===== src/design/serial2_ir_params.svh =====
// Purpose: named constants for the second serial port infrared configuration block
// Assumes: APB byte addressing, 40 MHz pclk
// Notes:   definitions only
`ifndef SERIAL2_IR_PARAMS_SVH
`define SERIAL2_IR_PARAMS_SVH
`define REG_IDX_MODE        8'hF0
`define REG_IDX_IROPT       8'hF1
`define REG_IDX_BLANK       8'hF2
`define REG_IDX_SHARE       8'hF3
`define REG_IDX_IRQ_STAT    8'hF4
`define REG_IDX_IRQ_MASK    8'hF5
`define REG_IDX_STATUS      8'hF6
`define MODE_RESET          8'h00
`define IROPT_RESET         8'h02
`define BLANK_RESET         8'h03
`define MODE_MIDI_BIT       0
`define MODE_HS_BIT         1
`define MODE_IDLE_BIT       5
`define MODE_WMASK          8'h23
`define IROPT_RXPOL_BIT     0
`define IROPT_TXPOL_BIT     1
`define IROPT_DUPLEX_BIT    2
`define IROPT_MODE_LSB      3
`define IROPT_MUX_BIT       6
`define IROPT_WMASK         8'h7F
`define IRQ_RX_BLANKED_BIT  0
`define IRQ_BLANK_END_BIT   1
`define IRQ_WIDTH           2
`define BLANK_STEP_NS       100000
`define CLK_PERIOD_NS       25
`endif


===== src/design/serial2_ir_pkg.sv =====
// Purpose: types for the second serial port infrared configuration block
// Assumes: nothing beyond the params header
// Notes:   modes and carrier structs
package serial2_ir_pkg;
  typedef enum logic [2:0] {
    IR_MODE_STD  = 3'h0,
    IR_MODE_IRDA = 3'h1,
    IR_MODE_ASK  = 3'h2
  } ir_mode_e;

  typedef struct packed {
    logic rx;
    logic alt_rx;
  } line_in_s;

  typedef struct packed {
    logic tx;
    logic tx_oe;
    logic alt_tx;
    logic alt_tx_oe;
  } line_out_s;

  typedef struct packed {
    logic       tx;
    logic       tx_active;
    logic       rx_active;
    logic [1:0] irq;
  } uart_side_s;
endpackage : serial2_ir_pkg


===== src/design/serial2_infrared_config.sv =====
// Purpose: configuration and pin logic for the second serial unit and its infrared option
// Assumes: APB slave on pclk, second serial core and first unit interrupts supplied by the core side
// Notes:   idle-level bit reset only by the standby power-on reset
//
// Behaviour
// - With share bit set, either unit's interrupt drives both interrupt lines.
// - Mode bit 0 enables MIDI support; resets disabled.
// - Mode bit 1 enables high-speed baud; resets disabled.
// - Mode bit 5: zero drives idle normal-pin transmit low, one tristates it; alternate transmit is driven whenever selected.
// - Idle-level bit reset only by standby power-on reset; a mode write sets or clears it.
// - Option bit 0 sets receive polarity; zero active high at reset.
// - Option bit 1 sets transmit polarity; one active low at reset.
// - Option bit 2 selects full duplex zero, half duplex one.
// - Mode field 5:3 selects standard, IrDA or amplitude-keyed infrared.
// - Option bit 6 routes signals to normal or alternate infrared pins.
// - Eight-bit blank time in 100 microsecond steps.
// - Zero blanks only during activity; each step adds 100 microseconds.
//
// The APB interface to the registers was left to the implementer.
`timescale 1ns/10ps
`include "serial2_ir_params.svh"
module serial2_infrared_config #(
  parameter int unsigned STEP_CYCLES = (`BLANK_STEP_NS + `CLK_PERIOD_NS - 1) / `CLK_PERIOD_NS
) (
  input  wire  logic                      pclk,
  input  wire  logic                      presetn,
  input  wire  logic                      standby_por_n,
  input  wire  logic                      psel,
  input  wire  logic                      penable,
  input  wire  logic                      pwrite,
  input  wire  logic [11:0]               paddr,
  input  wire  logic [31:0]               pwdata,
  output logic                            pready,
  output logic [31:0]                     prdata,
  output logic                            pslverr,
  input  wire  serial2_ir_pkg::uart_side_s core_in,
  input  wire  logic                      first_unit_irq_in,
  input  wire  serial2_ir_pkg::line_in_s  pins_in,
  output serial2_ir_pkg::line_out_s       pins_out,
  output logic                            core_rx_out,
  output logic                            midi_enable,
  output logic                            high_speed_enable,
  output serial2_ir_pkg::ir_mode_e        ir_mode,
  output logic [1:0]                      first_unit_irq_out,
  output logic [1:0]                      second_unit_irq_out,
  output logic                            irq
);
  import serial2_ir_pkg::*;

  // The hold step counter is 16 bits wide, so longer steps cannot be counted
  if (STEP_CYCLES < 1 || STEP_CYCLES > 65535) begin : g_step_check
    $error("STEP_CYCLES out of range");
  end

  // APB access
  logic        acc;
  logic        wr;
  logic [7:0]  idx;
  logic        mapped;
  assign acc    = psel & penable;
  assign wr     = acc & pwrite;
  assign idx    = paddr[9:2];
  assign mapped = (paddr[11:10] == 2'h0) && (paddr[1:0] == 2'h0) &&
                  (idx >= `REG_IDX_MODE) && (idx <= `REG_IDX_STATUS);

  // No wait states: the answer stands in the access cycle after every setup
  logic        ready_nxt;
  logic        err_nxt;
  assign ready_nxt = psel & ~penable;
  assign err_nxt   = psel & ~penable & ~mapped;

  logic [7:0]  mode_r, mode_nxt;
  logic        idle_r, idle_nxt;
  logic [7:0]  iropt_r, iropt_nxt;
  logic [7:0]  blank_r, blank_nxt;
  logic        share_r, share_nxt;
  logic [`IRQ_WIDTH-1:0] stat_r, stat_nxt, mask_r, mask_nxt;
  logic [`IRQ_WIDTH-1:0] events;

  always_comb begin
    mode_nxt  = mode_r;
    iropt_nxt = iropt_r;
    blank_nxt = blank_r;
    share_nxt = share_r;
    mask_nxt  = mask_r;
    stat_nxt  = stat_r;
    // Reserved bits are dropped on write, so they always read back as zero
    if (wr && mapped) begin
      case (idx)
        `REG_IDX_MODE:     mode_nxt  = pwdata[7:0] & `MODE_WMASK & ~(8'h01 << `MODE_IDLE_BIT);
        `REG_IDX_IROPT:    iropt_nxt = pwdata[7:0] & `IROPT_WMASK;
        `REG_IDX_BLANK:    blank_nxt = pwdata[7:0];
        `REG_IDX_SHARE:    share_nxt = pwdata[0];
        `REG_IDX_IRQ_MASK: mask_nxt  = pwdata[`IRQ_WIDTH-1:0];
        `REG_IDX_IRQ_STAT: stat_nxt  = stat_r & ~pwdata[`IRQ_WIDTH-1:0];
        default: ;
      endcase
    end
    // Set wins over a simultaneous write-one clear
    stat_nxt = stat_nxt | events;
  end

  always_ff @(posedge pclk or negedge presetn) begin
    if (!presetn) begin
      mode_r  <= `MODE_RESET;
      iropt_r <= `IROPT_RESET;
      blank_r <= `BLANK_RESET;
      share_r <= 1'b0;
      mask_r  <= '0;
      stat_r  <= '0;
    end else begin
      mode_r  <= mode_nxt;
      iropt_r <= iropt_nxt;
      blank_r <= blank_nxt;
      share_r <= share_nxt;
      mask_r  <= mask_nxt;
      stat_r  <= stat_nxt;
    end
  end

  // Standby-domain bit survives main resets
  always_comb begin
    idle_nxt = idle_r;
    if (wr && mapped && idx == `REG_IDX_MODE) begin
      idle_nxt = pwdata[`MODE_IDLE_BIT];
    end
  end

  always_ff @(posedge pclk or negedge standby_por_n) begin
    if (!standby_por_n) begin
      idle_r <= 1'b0;
    end else begin
      idle_r <= idle_nxt;
    end
  end

  // Mode decode; reserved codes fall back to standard
  ir_mode_e mode_dec;
  always_comb begin
    case (iropt_r[`IROPT_MODE_LSB +: 3])
      IR_MODE_IRDA: mode_dec = IR_MODE_IRDA;
      IR_MODE_ASK:  mode_dec = IR_MODE_ASK;
      default:      mode_dec = IR_MODE_STD;
    endcase
  end

  // Half-duplex blanking
  typedef enum logic [1:0] {BL_IDLE, BL_ACTIVE, BL_HOLD} blank_state_e;
  blank_state_e bl_r, bl_nxt;
  logic [15:0]  step_r, step_nxt;
  logic [7:0]   left_r, left_nxt;
  logic         half_dup, activity, blanked;
  assign half_dup = iropt_r[`IROPT_DUPLEX_BIT];
  assign activity = core_in.tx_active | core_in.rx_active;
  // Blanking starts only on transmit; receive activity alone never blanks
  // The hold runs blank_r steps of STEP_CYCLES clocks to cover the echo tail

  always_comb begin
    bl_nxt   = bl_r;
    step_nxt = step_r;
    left_nxt = left_r;
    case (bl_r)
      BL_IDLE: begin
        if (half_dup && core_in.tx_active) begin
          bl_nxt = BL_ACTIVE;
        end
      end
      BL_ACTIVE: begin
        if (!activity) begin
          if (blank_r == 8'h00) begin
            bl_nxt = BL_IDLE;
          end else begin
            bl_nxt   = BL_HOLD;
            left_nxt = blank_r;
            step_nxt = 16'(STEP_CYCLES - 1);
          end
        end
      end
      BL_HOLD: begin
        if (core_in.tx_active) begin
          bl_nxt = BL_ACTIVE;
        end else if (step_r != 16'h0000) begin
          step_nxt = step_r - 16'h0001;
        end else if (left_r == 8'h01) begin
          bl_nxt = BL_IDLE;
        end else begin
          left_nxt = left_r - 8'h01;
          step_nxt = 16'(STEP_CYCLES - 1);
        end
      end
      default: bl_nxt = BL_IDLE;
    endcase
    if (!half_dup) begin
      bl_nxt = BL_IDLE;
    end
  end

  always_ff @(posedge pclk or negedge presetn) begin
    if (!presetn) begin
      bl_r   <= BL_IDLE;
      step_r <= '0;
      left_r <= '0;
    end else begin
      bl_r   <= bl_nxt;
      step_r <= step_nxt;
      left_r <= left_nxt;
    end
  end

  assign blanked = half_dup && (core_in.tx_active || bl_r != BL_IDLE);

  // Pins
  logic      alt, rx_raw, rx_pol, tx_pol_line, tx_drive;
  logic      rx_nxt, rx_prev_r;
  line_out_s pins_nxt;
  // Alternate pins have no idle-level option and are driven whenever option bit 6 selects them
  // Receive reads zero while blanked, so the core sees a quiet line
  assign alt    = iropt_r[`IROPT_MUX_BIT];
  assign rx_raw = alt ? pins_in.alt_rx : pins_in.rx;
  assign rx_pol = rx_raw ^ iropt_r[`IROPT_RXPOL_BIT];
  assign rx_nxt = blanked ? 1'b0 : rx_pol;

  always_comb begin
    tx_pol_line = core_in.tx ^ iropt_r[`IROPT_TXPOL_BIT];
    tx_drive    = !(idle_r && !core_in.tx_active);
    pins_nxt    = '0;
    if (alt) begin
      pins_nxt.alt_tx    = tx_pol_line;
      pins_nxt.alt_tx_oe = 1'b1;
    end else begin
      pins_nxt.tx    = (tx_drive && core_in.tx_active) ? tx_pol_line : 1'b0;
      pins_nxt.tx_oe = tx_drive;
    end
  end

  // Interrupt sharing
  // Sharing puts either cause on both lines; software leaves one unit lineless
  logic [1:0] first_nxt, second_nxt;
  logic       any_unit;
  assign any_unit   = first_unit_irq_in | (|core_in.irq);
  assign first_nxt  = share_r ? {2{any_unit}} : {1'b0, first_unit_irq_in};
  assign second_nxt = share_r ? {2{any_unit}} : core_in.irq;
  assign events[`IRQ_RX_BLANKED_BIT] = blanked && (rx_pol != rx_prev_r);
  assign events[`IRQ_BLANK_END_BIT]  = (bl_r != BL_IDLE) && (bl_nxt == BL_IDLE);

  // Taken from next state so the line follows a set or a clear on the same edge
  logic       irq_nxt;
  assign irq_nxt = |(stat_nxt & mask_nxt);

  logic [31:0] rd_nxt;
  always_comb begin
    rd_nxt = 32'h0000_0000;
    // Fetched in the setup cycle so prdata stands while pready is high
    if (psel && !penable && !pwrite && mapped) begin
      case (idx)
        `REG_IDX_MODE:     rd_nxt = {24'h0, mode_r | ({7'h00, idle_r} << `MODE_IDLE_BIT)};
        `REG_IDX_IROPT:    rd_nxt = {24'h0, iropt_r};
        `REG_IDX_BLANK:    rd_nxt = {24'h0, blank_r};
        `REG_IDX_SHARE:    rd_nxt = {31'h0, share_r};
        `REG_IDX_IRQ_STAT: rd_nxt = {30'h0, stat_r};
        `REG_IDX_IRQ_MASK: rd_nxt = {30'h0, mask_r};
        `REG_IDX_STATUS:   rd_nxt = {29'h0, blanked, bl_r};
        default:           rd_nxt = 32'h0000_0000;
      endcase
    end
  end

  always_ff @(posedge pclk or negedge presetn) begin
    if (!presetn) begin
      pready              <= 1'b0;
      prdata              <= '0;
      pslverr             <= 1'b0;
      pins_out            <= '0;
      core_rx_out         <= 1'b0;
      rx_prev_r           <= 1'b0;
      midi_enable         <= 1'b0;
      high_speed_enable   <= 1'b0;
      ir_mode             <= IR_MODE_STD;
      first_unit_irq_out  <= '0;
      second_unit_irq_out <= '0;
      irq                 <= 1'b0;
    end else begin
      pready              <= ready_nxt;
      prdata              <= rd_nxt;
      pslverr             <= err_nxt;
      pins_out            <= pins_nxt;
      core_rx_out         <= rx_nxt;
      rx_prev_r           <= rx_pol;
      midi_enable         <= mode_r[`MODE_MIDI_BIT];
      high_speed_enable   <= mode_r[`MODE_HS_BIT];
      ir_mode             <= mode_dec;
      first_unit_irq_out  <= first_nxt;
      second_unit_irq_out <= second_nxt;
      irq                 <= irq_nxt;
    end
  end
endmodule : serial2_infrared_config


===== config.mk =====
export PLATFORM = sky130hd
export DESIGN_NAME = serial2_infrared_config
export DESIGN_NICKNAME = d
export VERILOG_FILES = /design/src/design/serial2_ir_pkg.sv /design/src/design/serial2_infrared_config.sv
export VERILOG_INCLUDE_DIRS = /design/src /design/src/design
export SDC_FILE = /design/constraint.sdc
export NUM_CORES = 1
export LEC_CHECK = 0
export ABC_AREA = 0
export BUFFER_PORTS_ARGS = -buffer_cell sky130_fd_sc_hd__buf_2
export CAP_MARGIN = 5
export CORE_MARGIN = 1.5
export CORE_UTILIZATION = 50
export DETAILED_ROUTE_END_ITERATION = 6
export HOLD_SLACK_MARGIN = 0.15
export PLACE_DENSITY = 0.77
export SLEW_MARGIN = 20
export SYNTH_ARGS = -nofsm -noshare
export SYNTH_HDL_FRONTEND = slang
export SYNTH_SLANG_ARGS = --single-unit

===== constraint.sdc =====
create_clock -name pclk -period 2.4 [get_ports pclk]
set_input_delay 0.12 -clock pclk [delete_from_list [all_inputs] [get_ports pclk]]
set_output_delay 0.12 -clock pclk [all_outputs]
set_load 0.03 [all_outputs]

==> results of run 1 <==
## what timing repair did
item,in CTS,in global routing
resized for setup,0,2
endpoints found under the hold margin,61,0
hold buffers,24,0
endpoints found under the setup margin,0,4
## per-layer routing
layer | part of all wire, % | routed length (um) | vias to the layer above
li1 | - | - | 1444
met1 | 44 | 3700 | 1488
met2 | 50 | 4220 | 87
met3 | 4.2 | 359 | 19
met4 | 2.2 | 188 | 0
met5 | 0 | 0 | -
## layout by cell type, fill, tap and decap left out, types with 6 or more instances in the layout
cell / count
mux2_2: 21
nor4_1: 8
nor2_1: 34
nand3_1: 8
nand2b_1: 6
o21ai_1: 9
conb_1: 25
nor3b_1: 6
nor3_1: 10
buf_4: 14
inv_1: 10
dlygate4sd3_1: 24
xnor2_1: 12
clkbuf_8: 9
nand2_1: 25
buf_2: 57
a21oi_1: 18
a22oi_1: 8
o21ai_0: 8
dfrtp_1: 71
## where the power goes
group | internal [mW] | switching (mW) | leakage, nW
clock | 0.500 | 0.533 | 0.103
sequential | 1.25 | 0.00188 | 0.988
combinational | 0.0645 | 0.132 | 1.14
total | 1.82 | 0.668 | 2.23
## kinds of logic after synthesis
| group | synth area share [%] |
|---|---|
| AO/OA/AOI/OAI | 13.1 |
| other | 0.101 |
| buffers and inverters | 7.03 |
| flip-flops | 50.2 |
| AND/OR/NAND/NOR | 17.4 |
| adder cells (fa/ha/maj) | 1.62 |
| XOR/XNOR | 3.08 |
| multiplexers | 7.51 |
## through the flow
step | utilization [%] | instances | hold slack, ns | area [sq um]
CTS | 63.1 | 560 | 0.167 | 4550
global route | 63.2 | 560 | 0.199 | 4560
finish | 63.2 | 560 | 0.187 | 4560
global placement | 56.9 | 520 | -0.104 | 4100
detailed placement | 56.9 | 520 | -0.105 | 4100
floorplan | - | 383 | -0.176 | 3790
## how the worst max path moves through the flow
stage                  to  cells after the start
2_1_floorplan  step_r[15]                      6
3_3_place_gp    step_r[9]                      8
3_5_place_dp    step_r[9]                      8
4_1_cts         step_r[9]                      8
5_1_grt        step_r[13]                      8
6_report       step_r[15]                      6
## Yosys cell counts (2+ instances only)
cell type | count | area [sq um]
dfrtp_1 | 71 | 1780
nor2_1 | 34 | 128
buf_4 | 25 | 188
nand2_1 | 25 | 93.8
mux2_2 | 21 | 236
a21oi_1 | 18 | 90.1
xnor2_1 | 12 | 105
inv_1 | 10 | 37.5
nor3_1 | 10 | 50.1
nor4_1 | 9 | 56.3
o21ai_1 | 9 | 45.0
a22oi_1 | 8 | 60.1
clkbuf_1 | 8 | 30.0
nand3_1 | 8 | 40.0
o21ai_0 | 8 | 40.0
nand2b_1 | 6 | 37.5
nor3b_1 | 6 | 45.0
and3_1 | 5 | 31.3
a211oi_1 | 4 | 30.0
a31oi_1 | 4 | 25.0
ha_1 | 4 | 50.1
nor2b_1 | 4 | 25.0
and4_1 | 3 | 26.3
dfstp_2 | 3 | 78.8
mux2i_1 | 3 | 30.0
a211oi_2 | 2 | 25.0
a21boi_0 | 2 | 15.0
a21o_1 | 2 | 15.0
a222oi_1 | 2 | 20.0
nand4_1 | 2 | 12.5
o211ai_1 | 2 | 15.0
o31ai_1 | 2 | 15.0
or3_1 | 2 | 12.5
or3_4 | 2 | 22.5
or4_1 | 2 | 15.0
## flip-flops by register name (all words and copies together) (netlist names), 2 cells and up
| signal | count |
|---|---|
| stat_r | 2 |
| pins_out | 4 |
| iropt_r | 7 |
| blank_r | 8 |
| first_unit_irq_out | 2 |
| ir_mode | 2 |
| mode_r | 2 |
| second_unit_irq_out | 2 |
| mask_r | 2 |
| left_r | 8 |
| prdata | 8 |
| bl_r | 2 |
| step_r | 16 |
## critical path, cell delays in order (launching register included)
cell	delay (ns)
dfrtp_1	0.43
or4_4	0.56
or3_4	0.36
or3_4	0.35
a211oi_2	0.22
xnor2_1	0.14
nor2_1	0.05
## cell type report
| type | count | area [sq um] | area share (%) |
|---|---|---|---|
| tap | 99 | 124 | 2.72 |
| multi-input combinational | 265 | 1680 | 36.9 |
| clock buffer | 9 | 124 | 2.72 |
| inverter | 10 | 37.5 | 0.824 |
| sequential | 74 | 1860 | 40.7 |
| timing repair buffer | 96 | 651 | 14.3 |
| clock inverter | 7 | 83.8 | 1.84 |
==> out/results.txt, run 1 <==
Status: finished, final reports clean
Die Area: 0.00792 sq mm
Critical path class: reg2reg
Startpoint types: flop
RD Place Congestion: 0.862
Worst min-delay path category: in2reg
Total wire length: 8470 um
TNS Setup: 0 ns
DR iter-0 viols: 181
Crit share post-route: 92.6%
Total power: 2.49 mW
Initial Utilization: 51.3%
CP startpoint: step_r[8]
Final setup fails: 0
Vert. Die Dim: 89.0 um
Maximum vdd drop: 0.000260 V
Power density over the cells: 545 mW/mm^2
DR vias: 3038
Root Buffer: clkbuf_8
Syn Inst Count: 359
CTS tree: done
Gr busiest metal: met2
N_diodes: 0
Met2 Resource Use GR: 37.7%
CP required: 2.63 ns
Main flop type after synthesis: dfrtp_1
Sequential element share of the synthesized area: 50.2%
Clock buffer depth: 2
CP endpoint kind: flop
Syn Area/Cell: 10.3 sq um
Drt drc: 0
Initial antenna violation count: 0
Synth Warn #: 0
Met3 usage: 3.97%
Post-layout nets: 518
Reg2Reg Setup Slack: 0.18 ns
Filler cells: 590
Placement row count: 31
Clock transition time at the flip-flop clock pins of the worst setup and hold paths: 0.09 ns
Final worst slack: 0.178 ns
Sink Count: 74
Rel. slew slack: 55.2%
Worst Hold Depth: 4
Largest fanout on the critical path: 4
Endpoints failing hold: 0
Worst Max-Slew Pin Slew: 0.670 ns
Max-Cap Viols: 0
PortBufs: 57
Vias in the first global route: 2920
Die W: 89.0 um
Reg-to-Reg Start: step_r[8]
Largest net degree at the start of global routing: 45
Layout cells sized above 1: 25.8%
DR pass1 iterations: 4
Met1 Use GR: 29.6%
Placed wire-length estimate: 5820 um
CORE AREA: 0.00721 sq mm
Post-route ant nets: 0
Avg WL per Cell: 15.1 um
Post-Syn Area: 0.00370 sq mm
CTS buffer count: 9
Hold path endpoint: prdata[1]
Slew Viols, Final: 0
First-pass GRT wire length: 13800 um
Max Fclk: 450 MHz
Vias per cell: 5.43
Post-CTS setup buffer count: 0
Worst flop-to-flop path endpoint: step_r[15]
Worst reg2reg path depth: 6
Yosys cell types: 56
H-tree depth: 3
Worst Clk Skew: 0.0149 ns
Global route total overflow: 0
Total Routing Usage GR: 23.1%
Hold Startpoint: paddr[5]
Setup WS pre-CTS: 0.112 ns
Leak: 2.23 nW
Clk Latency, worst-skew pair: 0.36 ns
Post-synth EDFFs: 0
Num ports: 107
Layout area overhead: 23.2%
Crit path DAT: 2.45 ns
RSZ-0062 raised after global routing: no
Synth Register Bits: 74
Post-route minimum period: 2.22 ns
Fraction of registers with async set/reset: 100%
No activity file was read; power rests on OpenSTA's default activity.
==> run 2, diff against run 1 <==
--- a/config.mk
+++ b/config.mk
@@ -12,6 +12,7 @@
 export CORE_MARGIN = 1.5
 export CORE_UTILIZATION = 50
 export DETAILED_ROUTE_END_ITERATION = 6
+export GPL_TIMING_DRIVEN = 0
 export HOLD_SLACK_MARGIN = 0.15
 export PLACE_DENSITY = 0.77
 export SLEW_MARGIN = 20
==> run 2 against run 1 <==
Sequential share of layout area decreased by 0.72 points; global-route usage fell by 0.10 points; die area stayed put; combinational power increased by 15%; clock-buffer cell count increased by 1.
==> out/results.txt, run 2 (same netlist as run 1, synthesis figures left out) <==
Clk Latency, worst-skew pair: 0.36 ns (about the same)
Clock transition time at the flip-flop clock pins of the worst setup and hold paths: 0.08 ns (about the same)
Global route total overflow: 0 (unchanged)
Status: finished, final reports clean
Crit path buf inv count: 1 (+1)
Sink Count: 74 (unchanged)
Placed wire-length estimate: 5880 um (+1.1%)
Die Area: 0.00792 sq mm (unchanged)
H-tree depth: 3 (unchanged)
CTS buffer count: 9 (unchanged)
Critical path class: reg2reg
Largest net degree at the start of global routing: 49 (+8.9%)
Worst Max-Slew Pin Slew: 1.02 ns (+0.349 ns)
N_diodes: 0 (unchanged)
DR vias: 3057 (+0.63%)
Final setup fails: 0 (unchanged)
Avg WL per Cell: 15.0 um (-0.95%)
Post-route minimum period: 2.26 ns (+0.0359 ns)
Worst Clk Skew: 0.0124 ns (-0.00256 ns)
Storage element area: 0.00186 sq mm (unchanged)
Worst flop-to-flop path endpoint: step_r[13]
Post-route ant nets: 0 (unchanged)
Crit path DAT: 2.53 ns (+0.08 ns)
Multi-input gate area: 0.00172 sq mm (+2.1%)
Initial antenna violation count: 0 (unchanged)
DR iter-0 viols: 175 (-3.3%)
Endpoints failing hold: 0 (unchanged)
Slowest CP cell: a2111o_1
Root Buffer: clkbuf_8
Startpoint types: flop
CTS tree: done
Filler cells: 601 (+1.9%)
TNS Setup: 0 ns (unchanged)
Vias in the first global route: 2931 (+0.38%)
Total Routing Usage GR: 23.0% (-0.10 points)
Layout cells sized above 1: 28.4% (+2.6 points)
Final instance area: 0.00464 sq mm (+1.8%)
Commonest non-fill, non-tap cell in the layout: dfrtp_1
Rel. slew slack: 31.6% (-24 points)
Max FFs per register: 16 (unchanged)
Leak: 2.29 nW (+2.4%)
Reg-to-Reg Start: bl_r[0]
Maximum vdd drop: 0.000431 V (+66%)
Power density over the cells: 507 mW/mm^2 (-7.1%)
Num ports: 107 (unchanged)
Worst reg2reg path depth: 7 (+1)
Placed Area: 0.00421 sq mm (+2.7%)
Initial Utilization: 51.3% (unchanged)
Max Fclk: 443 MHz (-1.6%)
CP endpoint kind: flop
Delay-heaviest family, CP: simple AND/OR/NAND/NOR gates
Commonest non-fill, non-tap cells in the layout: dfrtp_1 (71), buf_2 (53), nor2_1 (33)
Post-CTS setup buffer count: 0 (unchanged)
RD Place Congestion: 0.867 (+0.63%)
Worst min-delay path category: in2reg
Most flop-heavy register: step_r
Vias per cell: 5.33 (-1.8%)
Worst path max stage delay: 0.48 ns (-0.08 ns)
CORE AREA: 0.00721 sq mm (unchanged)
Crit share post-route: 94.1% (+1.5 points)
Vert. Die Dim: 89.0 um (unchanged)
Drt drc: 0 (unchanged)
Placement row count: 31 (unchanged)
Post-layout nets: 532 (+2.7%)
Die W: 89.0 um (unchanged)
Layout area overhead: 25.4%
PortBufs: 54 (-5.3%)
Largest fanout on the critical path: 8 (+4)
Reg2Reg Setup Slack: 0.14 ns (-0.04 ns)
Hold Startpoint: paddr[6]
Worst Hold Depth: 4 (unchanged)
Slew Viols, Final: 0 (unchanged)
Clock buffer depth: 2 (unchanged)
CP required: 2.67 ns (+0.04 ns)
First-pass GRT wire length: 13800 um (about the same)
Hold path endpoint: pslverr
DR pass1 iterations: 4 (unchanged)
Max-Cap Viols: 0 (unchanged)
Total wire length: 8600 um (+1.5%)
Crit path cell chain: nand2b_1, clkbuf_1, nor2_2, o21ai_2, a2111o_1, or4_1, a21oi_1
-- run 2: cell count changes in the layout (fill, tap and decap cells not counted), sizes merged --
cell         delta
clkbuf         +10
dlygate4sd3     -3
inv             -3
buf             +8
bufinv          -1
clkinvlp        +3
-- run 2: through the flow --
| step | power (mW) | worst slack [ns] | util (%) | hold WS (ns) | std cells |
|---|---|---|---|---|---|
| after detailed placement | 1.48 | -0.112 | 58.4 | -0.103 | 537 |
| final | 2.35 | 0.142 | 64.3 | 0.156 | 574 |
| after global placement | 1.47 | -0.0745 | 58.0 | -0.104 | 536 |
| after CTS | 2.36 | 0.0193 | 63.7 | 0.152 | 574 |
| after global routing | 2.44 | -0.00737 | 64.3 | 0.180 | 574 |
| after floorplan | 1.40 | 0.267 | - | -0.176 | 383 |
-- run 2: layer usage --
| metal | global-route usage [%] | vias up | part of all wire, % |
|---|---|---|---|
| met5 | 0 | - | 0 |
| met4 | 7.83 | 0 | 1.5 |
| met3 | 5.91 | 13 | 5.0 |
| met2 | 37.2 | 86 | 49 |
| met1 | 30.4 | 1490 | 45 |
| li1 | - | 1468 | - |
-- run 2: repair_timing --
item / 4_1_cts / 5_1_grt
endpoints found under the setup margin: 4 / 21
gates resized for setup: 2 / 8
endpoints found under the hold margin: 102 / 0
pin swaps: 0 / 0
hold buffers: 21 / 0
-- run 2: worst min-delay path: stages --
cell and delay (ns):
buf_2 0.11, nand2_1 0.09, nor3_1 0.07, nor2_1 0.09
-- run 2: how the worst max path moves through the flow --
stage	from	to	slack, ns	cells after the start
4_1_cts	bl_r[0]	step_r[9]	0.02	7
5_1_grt	blank_r[6]	left_r[1]	-0.007	7
3_3_place_gp	bl_r[0]	step_r[9]	-0.07	7
2_1_floorplan	step_r[8]	step_r[15]	0.27	6
3_5_place_dp	bl_r[0]	step_r[9]	-0.11	7
6_report	bl_r[0]	step_r[13]	0.14	7
-- run 2: report_power, final --
| group | total [mW] | leakage (nW) | switching (mW) | internal [mW] |
|---|---|---|---|---|
| logic | 0.227 | 1.23 | 0.137 | 0.0904 |
| registers | 1.25 | 0.988 | 0.00174 | 1.25 |
| clock network | 0.870 | 0.0749 | 0.494 | 0.377 |
-- run 2: cell type report --
cell class / count / share of cell area, %
sequential: 74 / 40.0
multi-input combinational: 265 / 37.0
timing repair buffer: 76 / 11.0
buffer: 34 / 4.83
clock buffer: 10 / 2.75
tap: 99 / 2.67
clock inverter: 6 / 0.944
inverter: 10 / 0.809
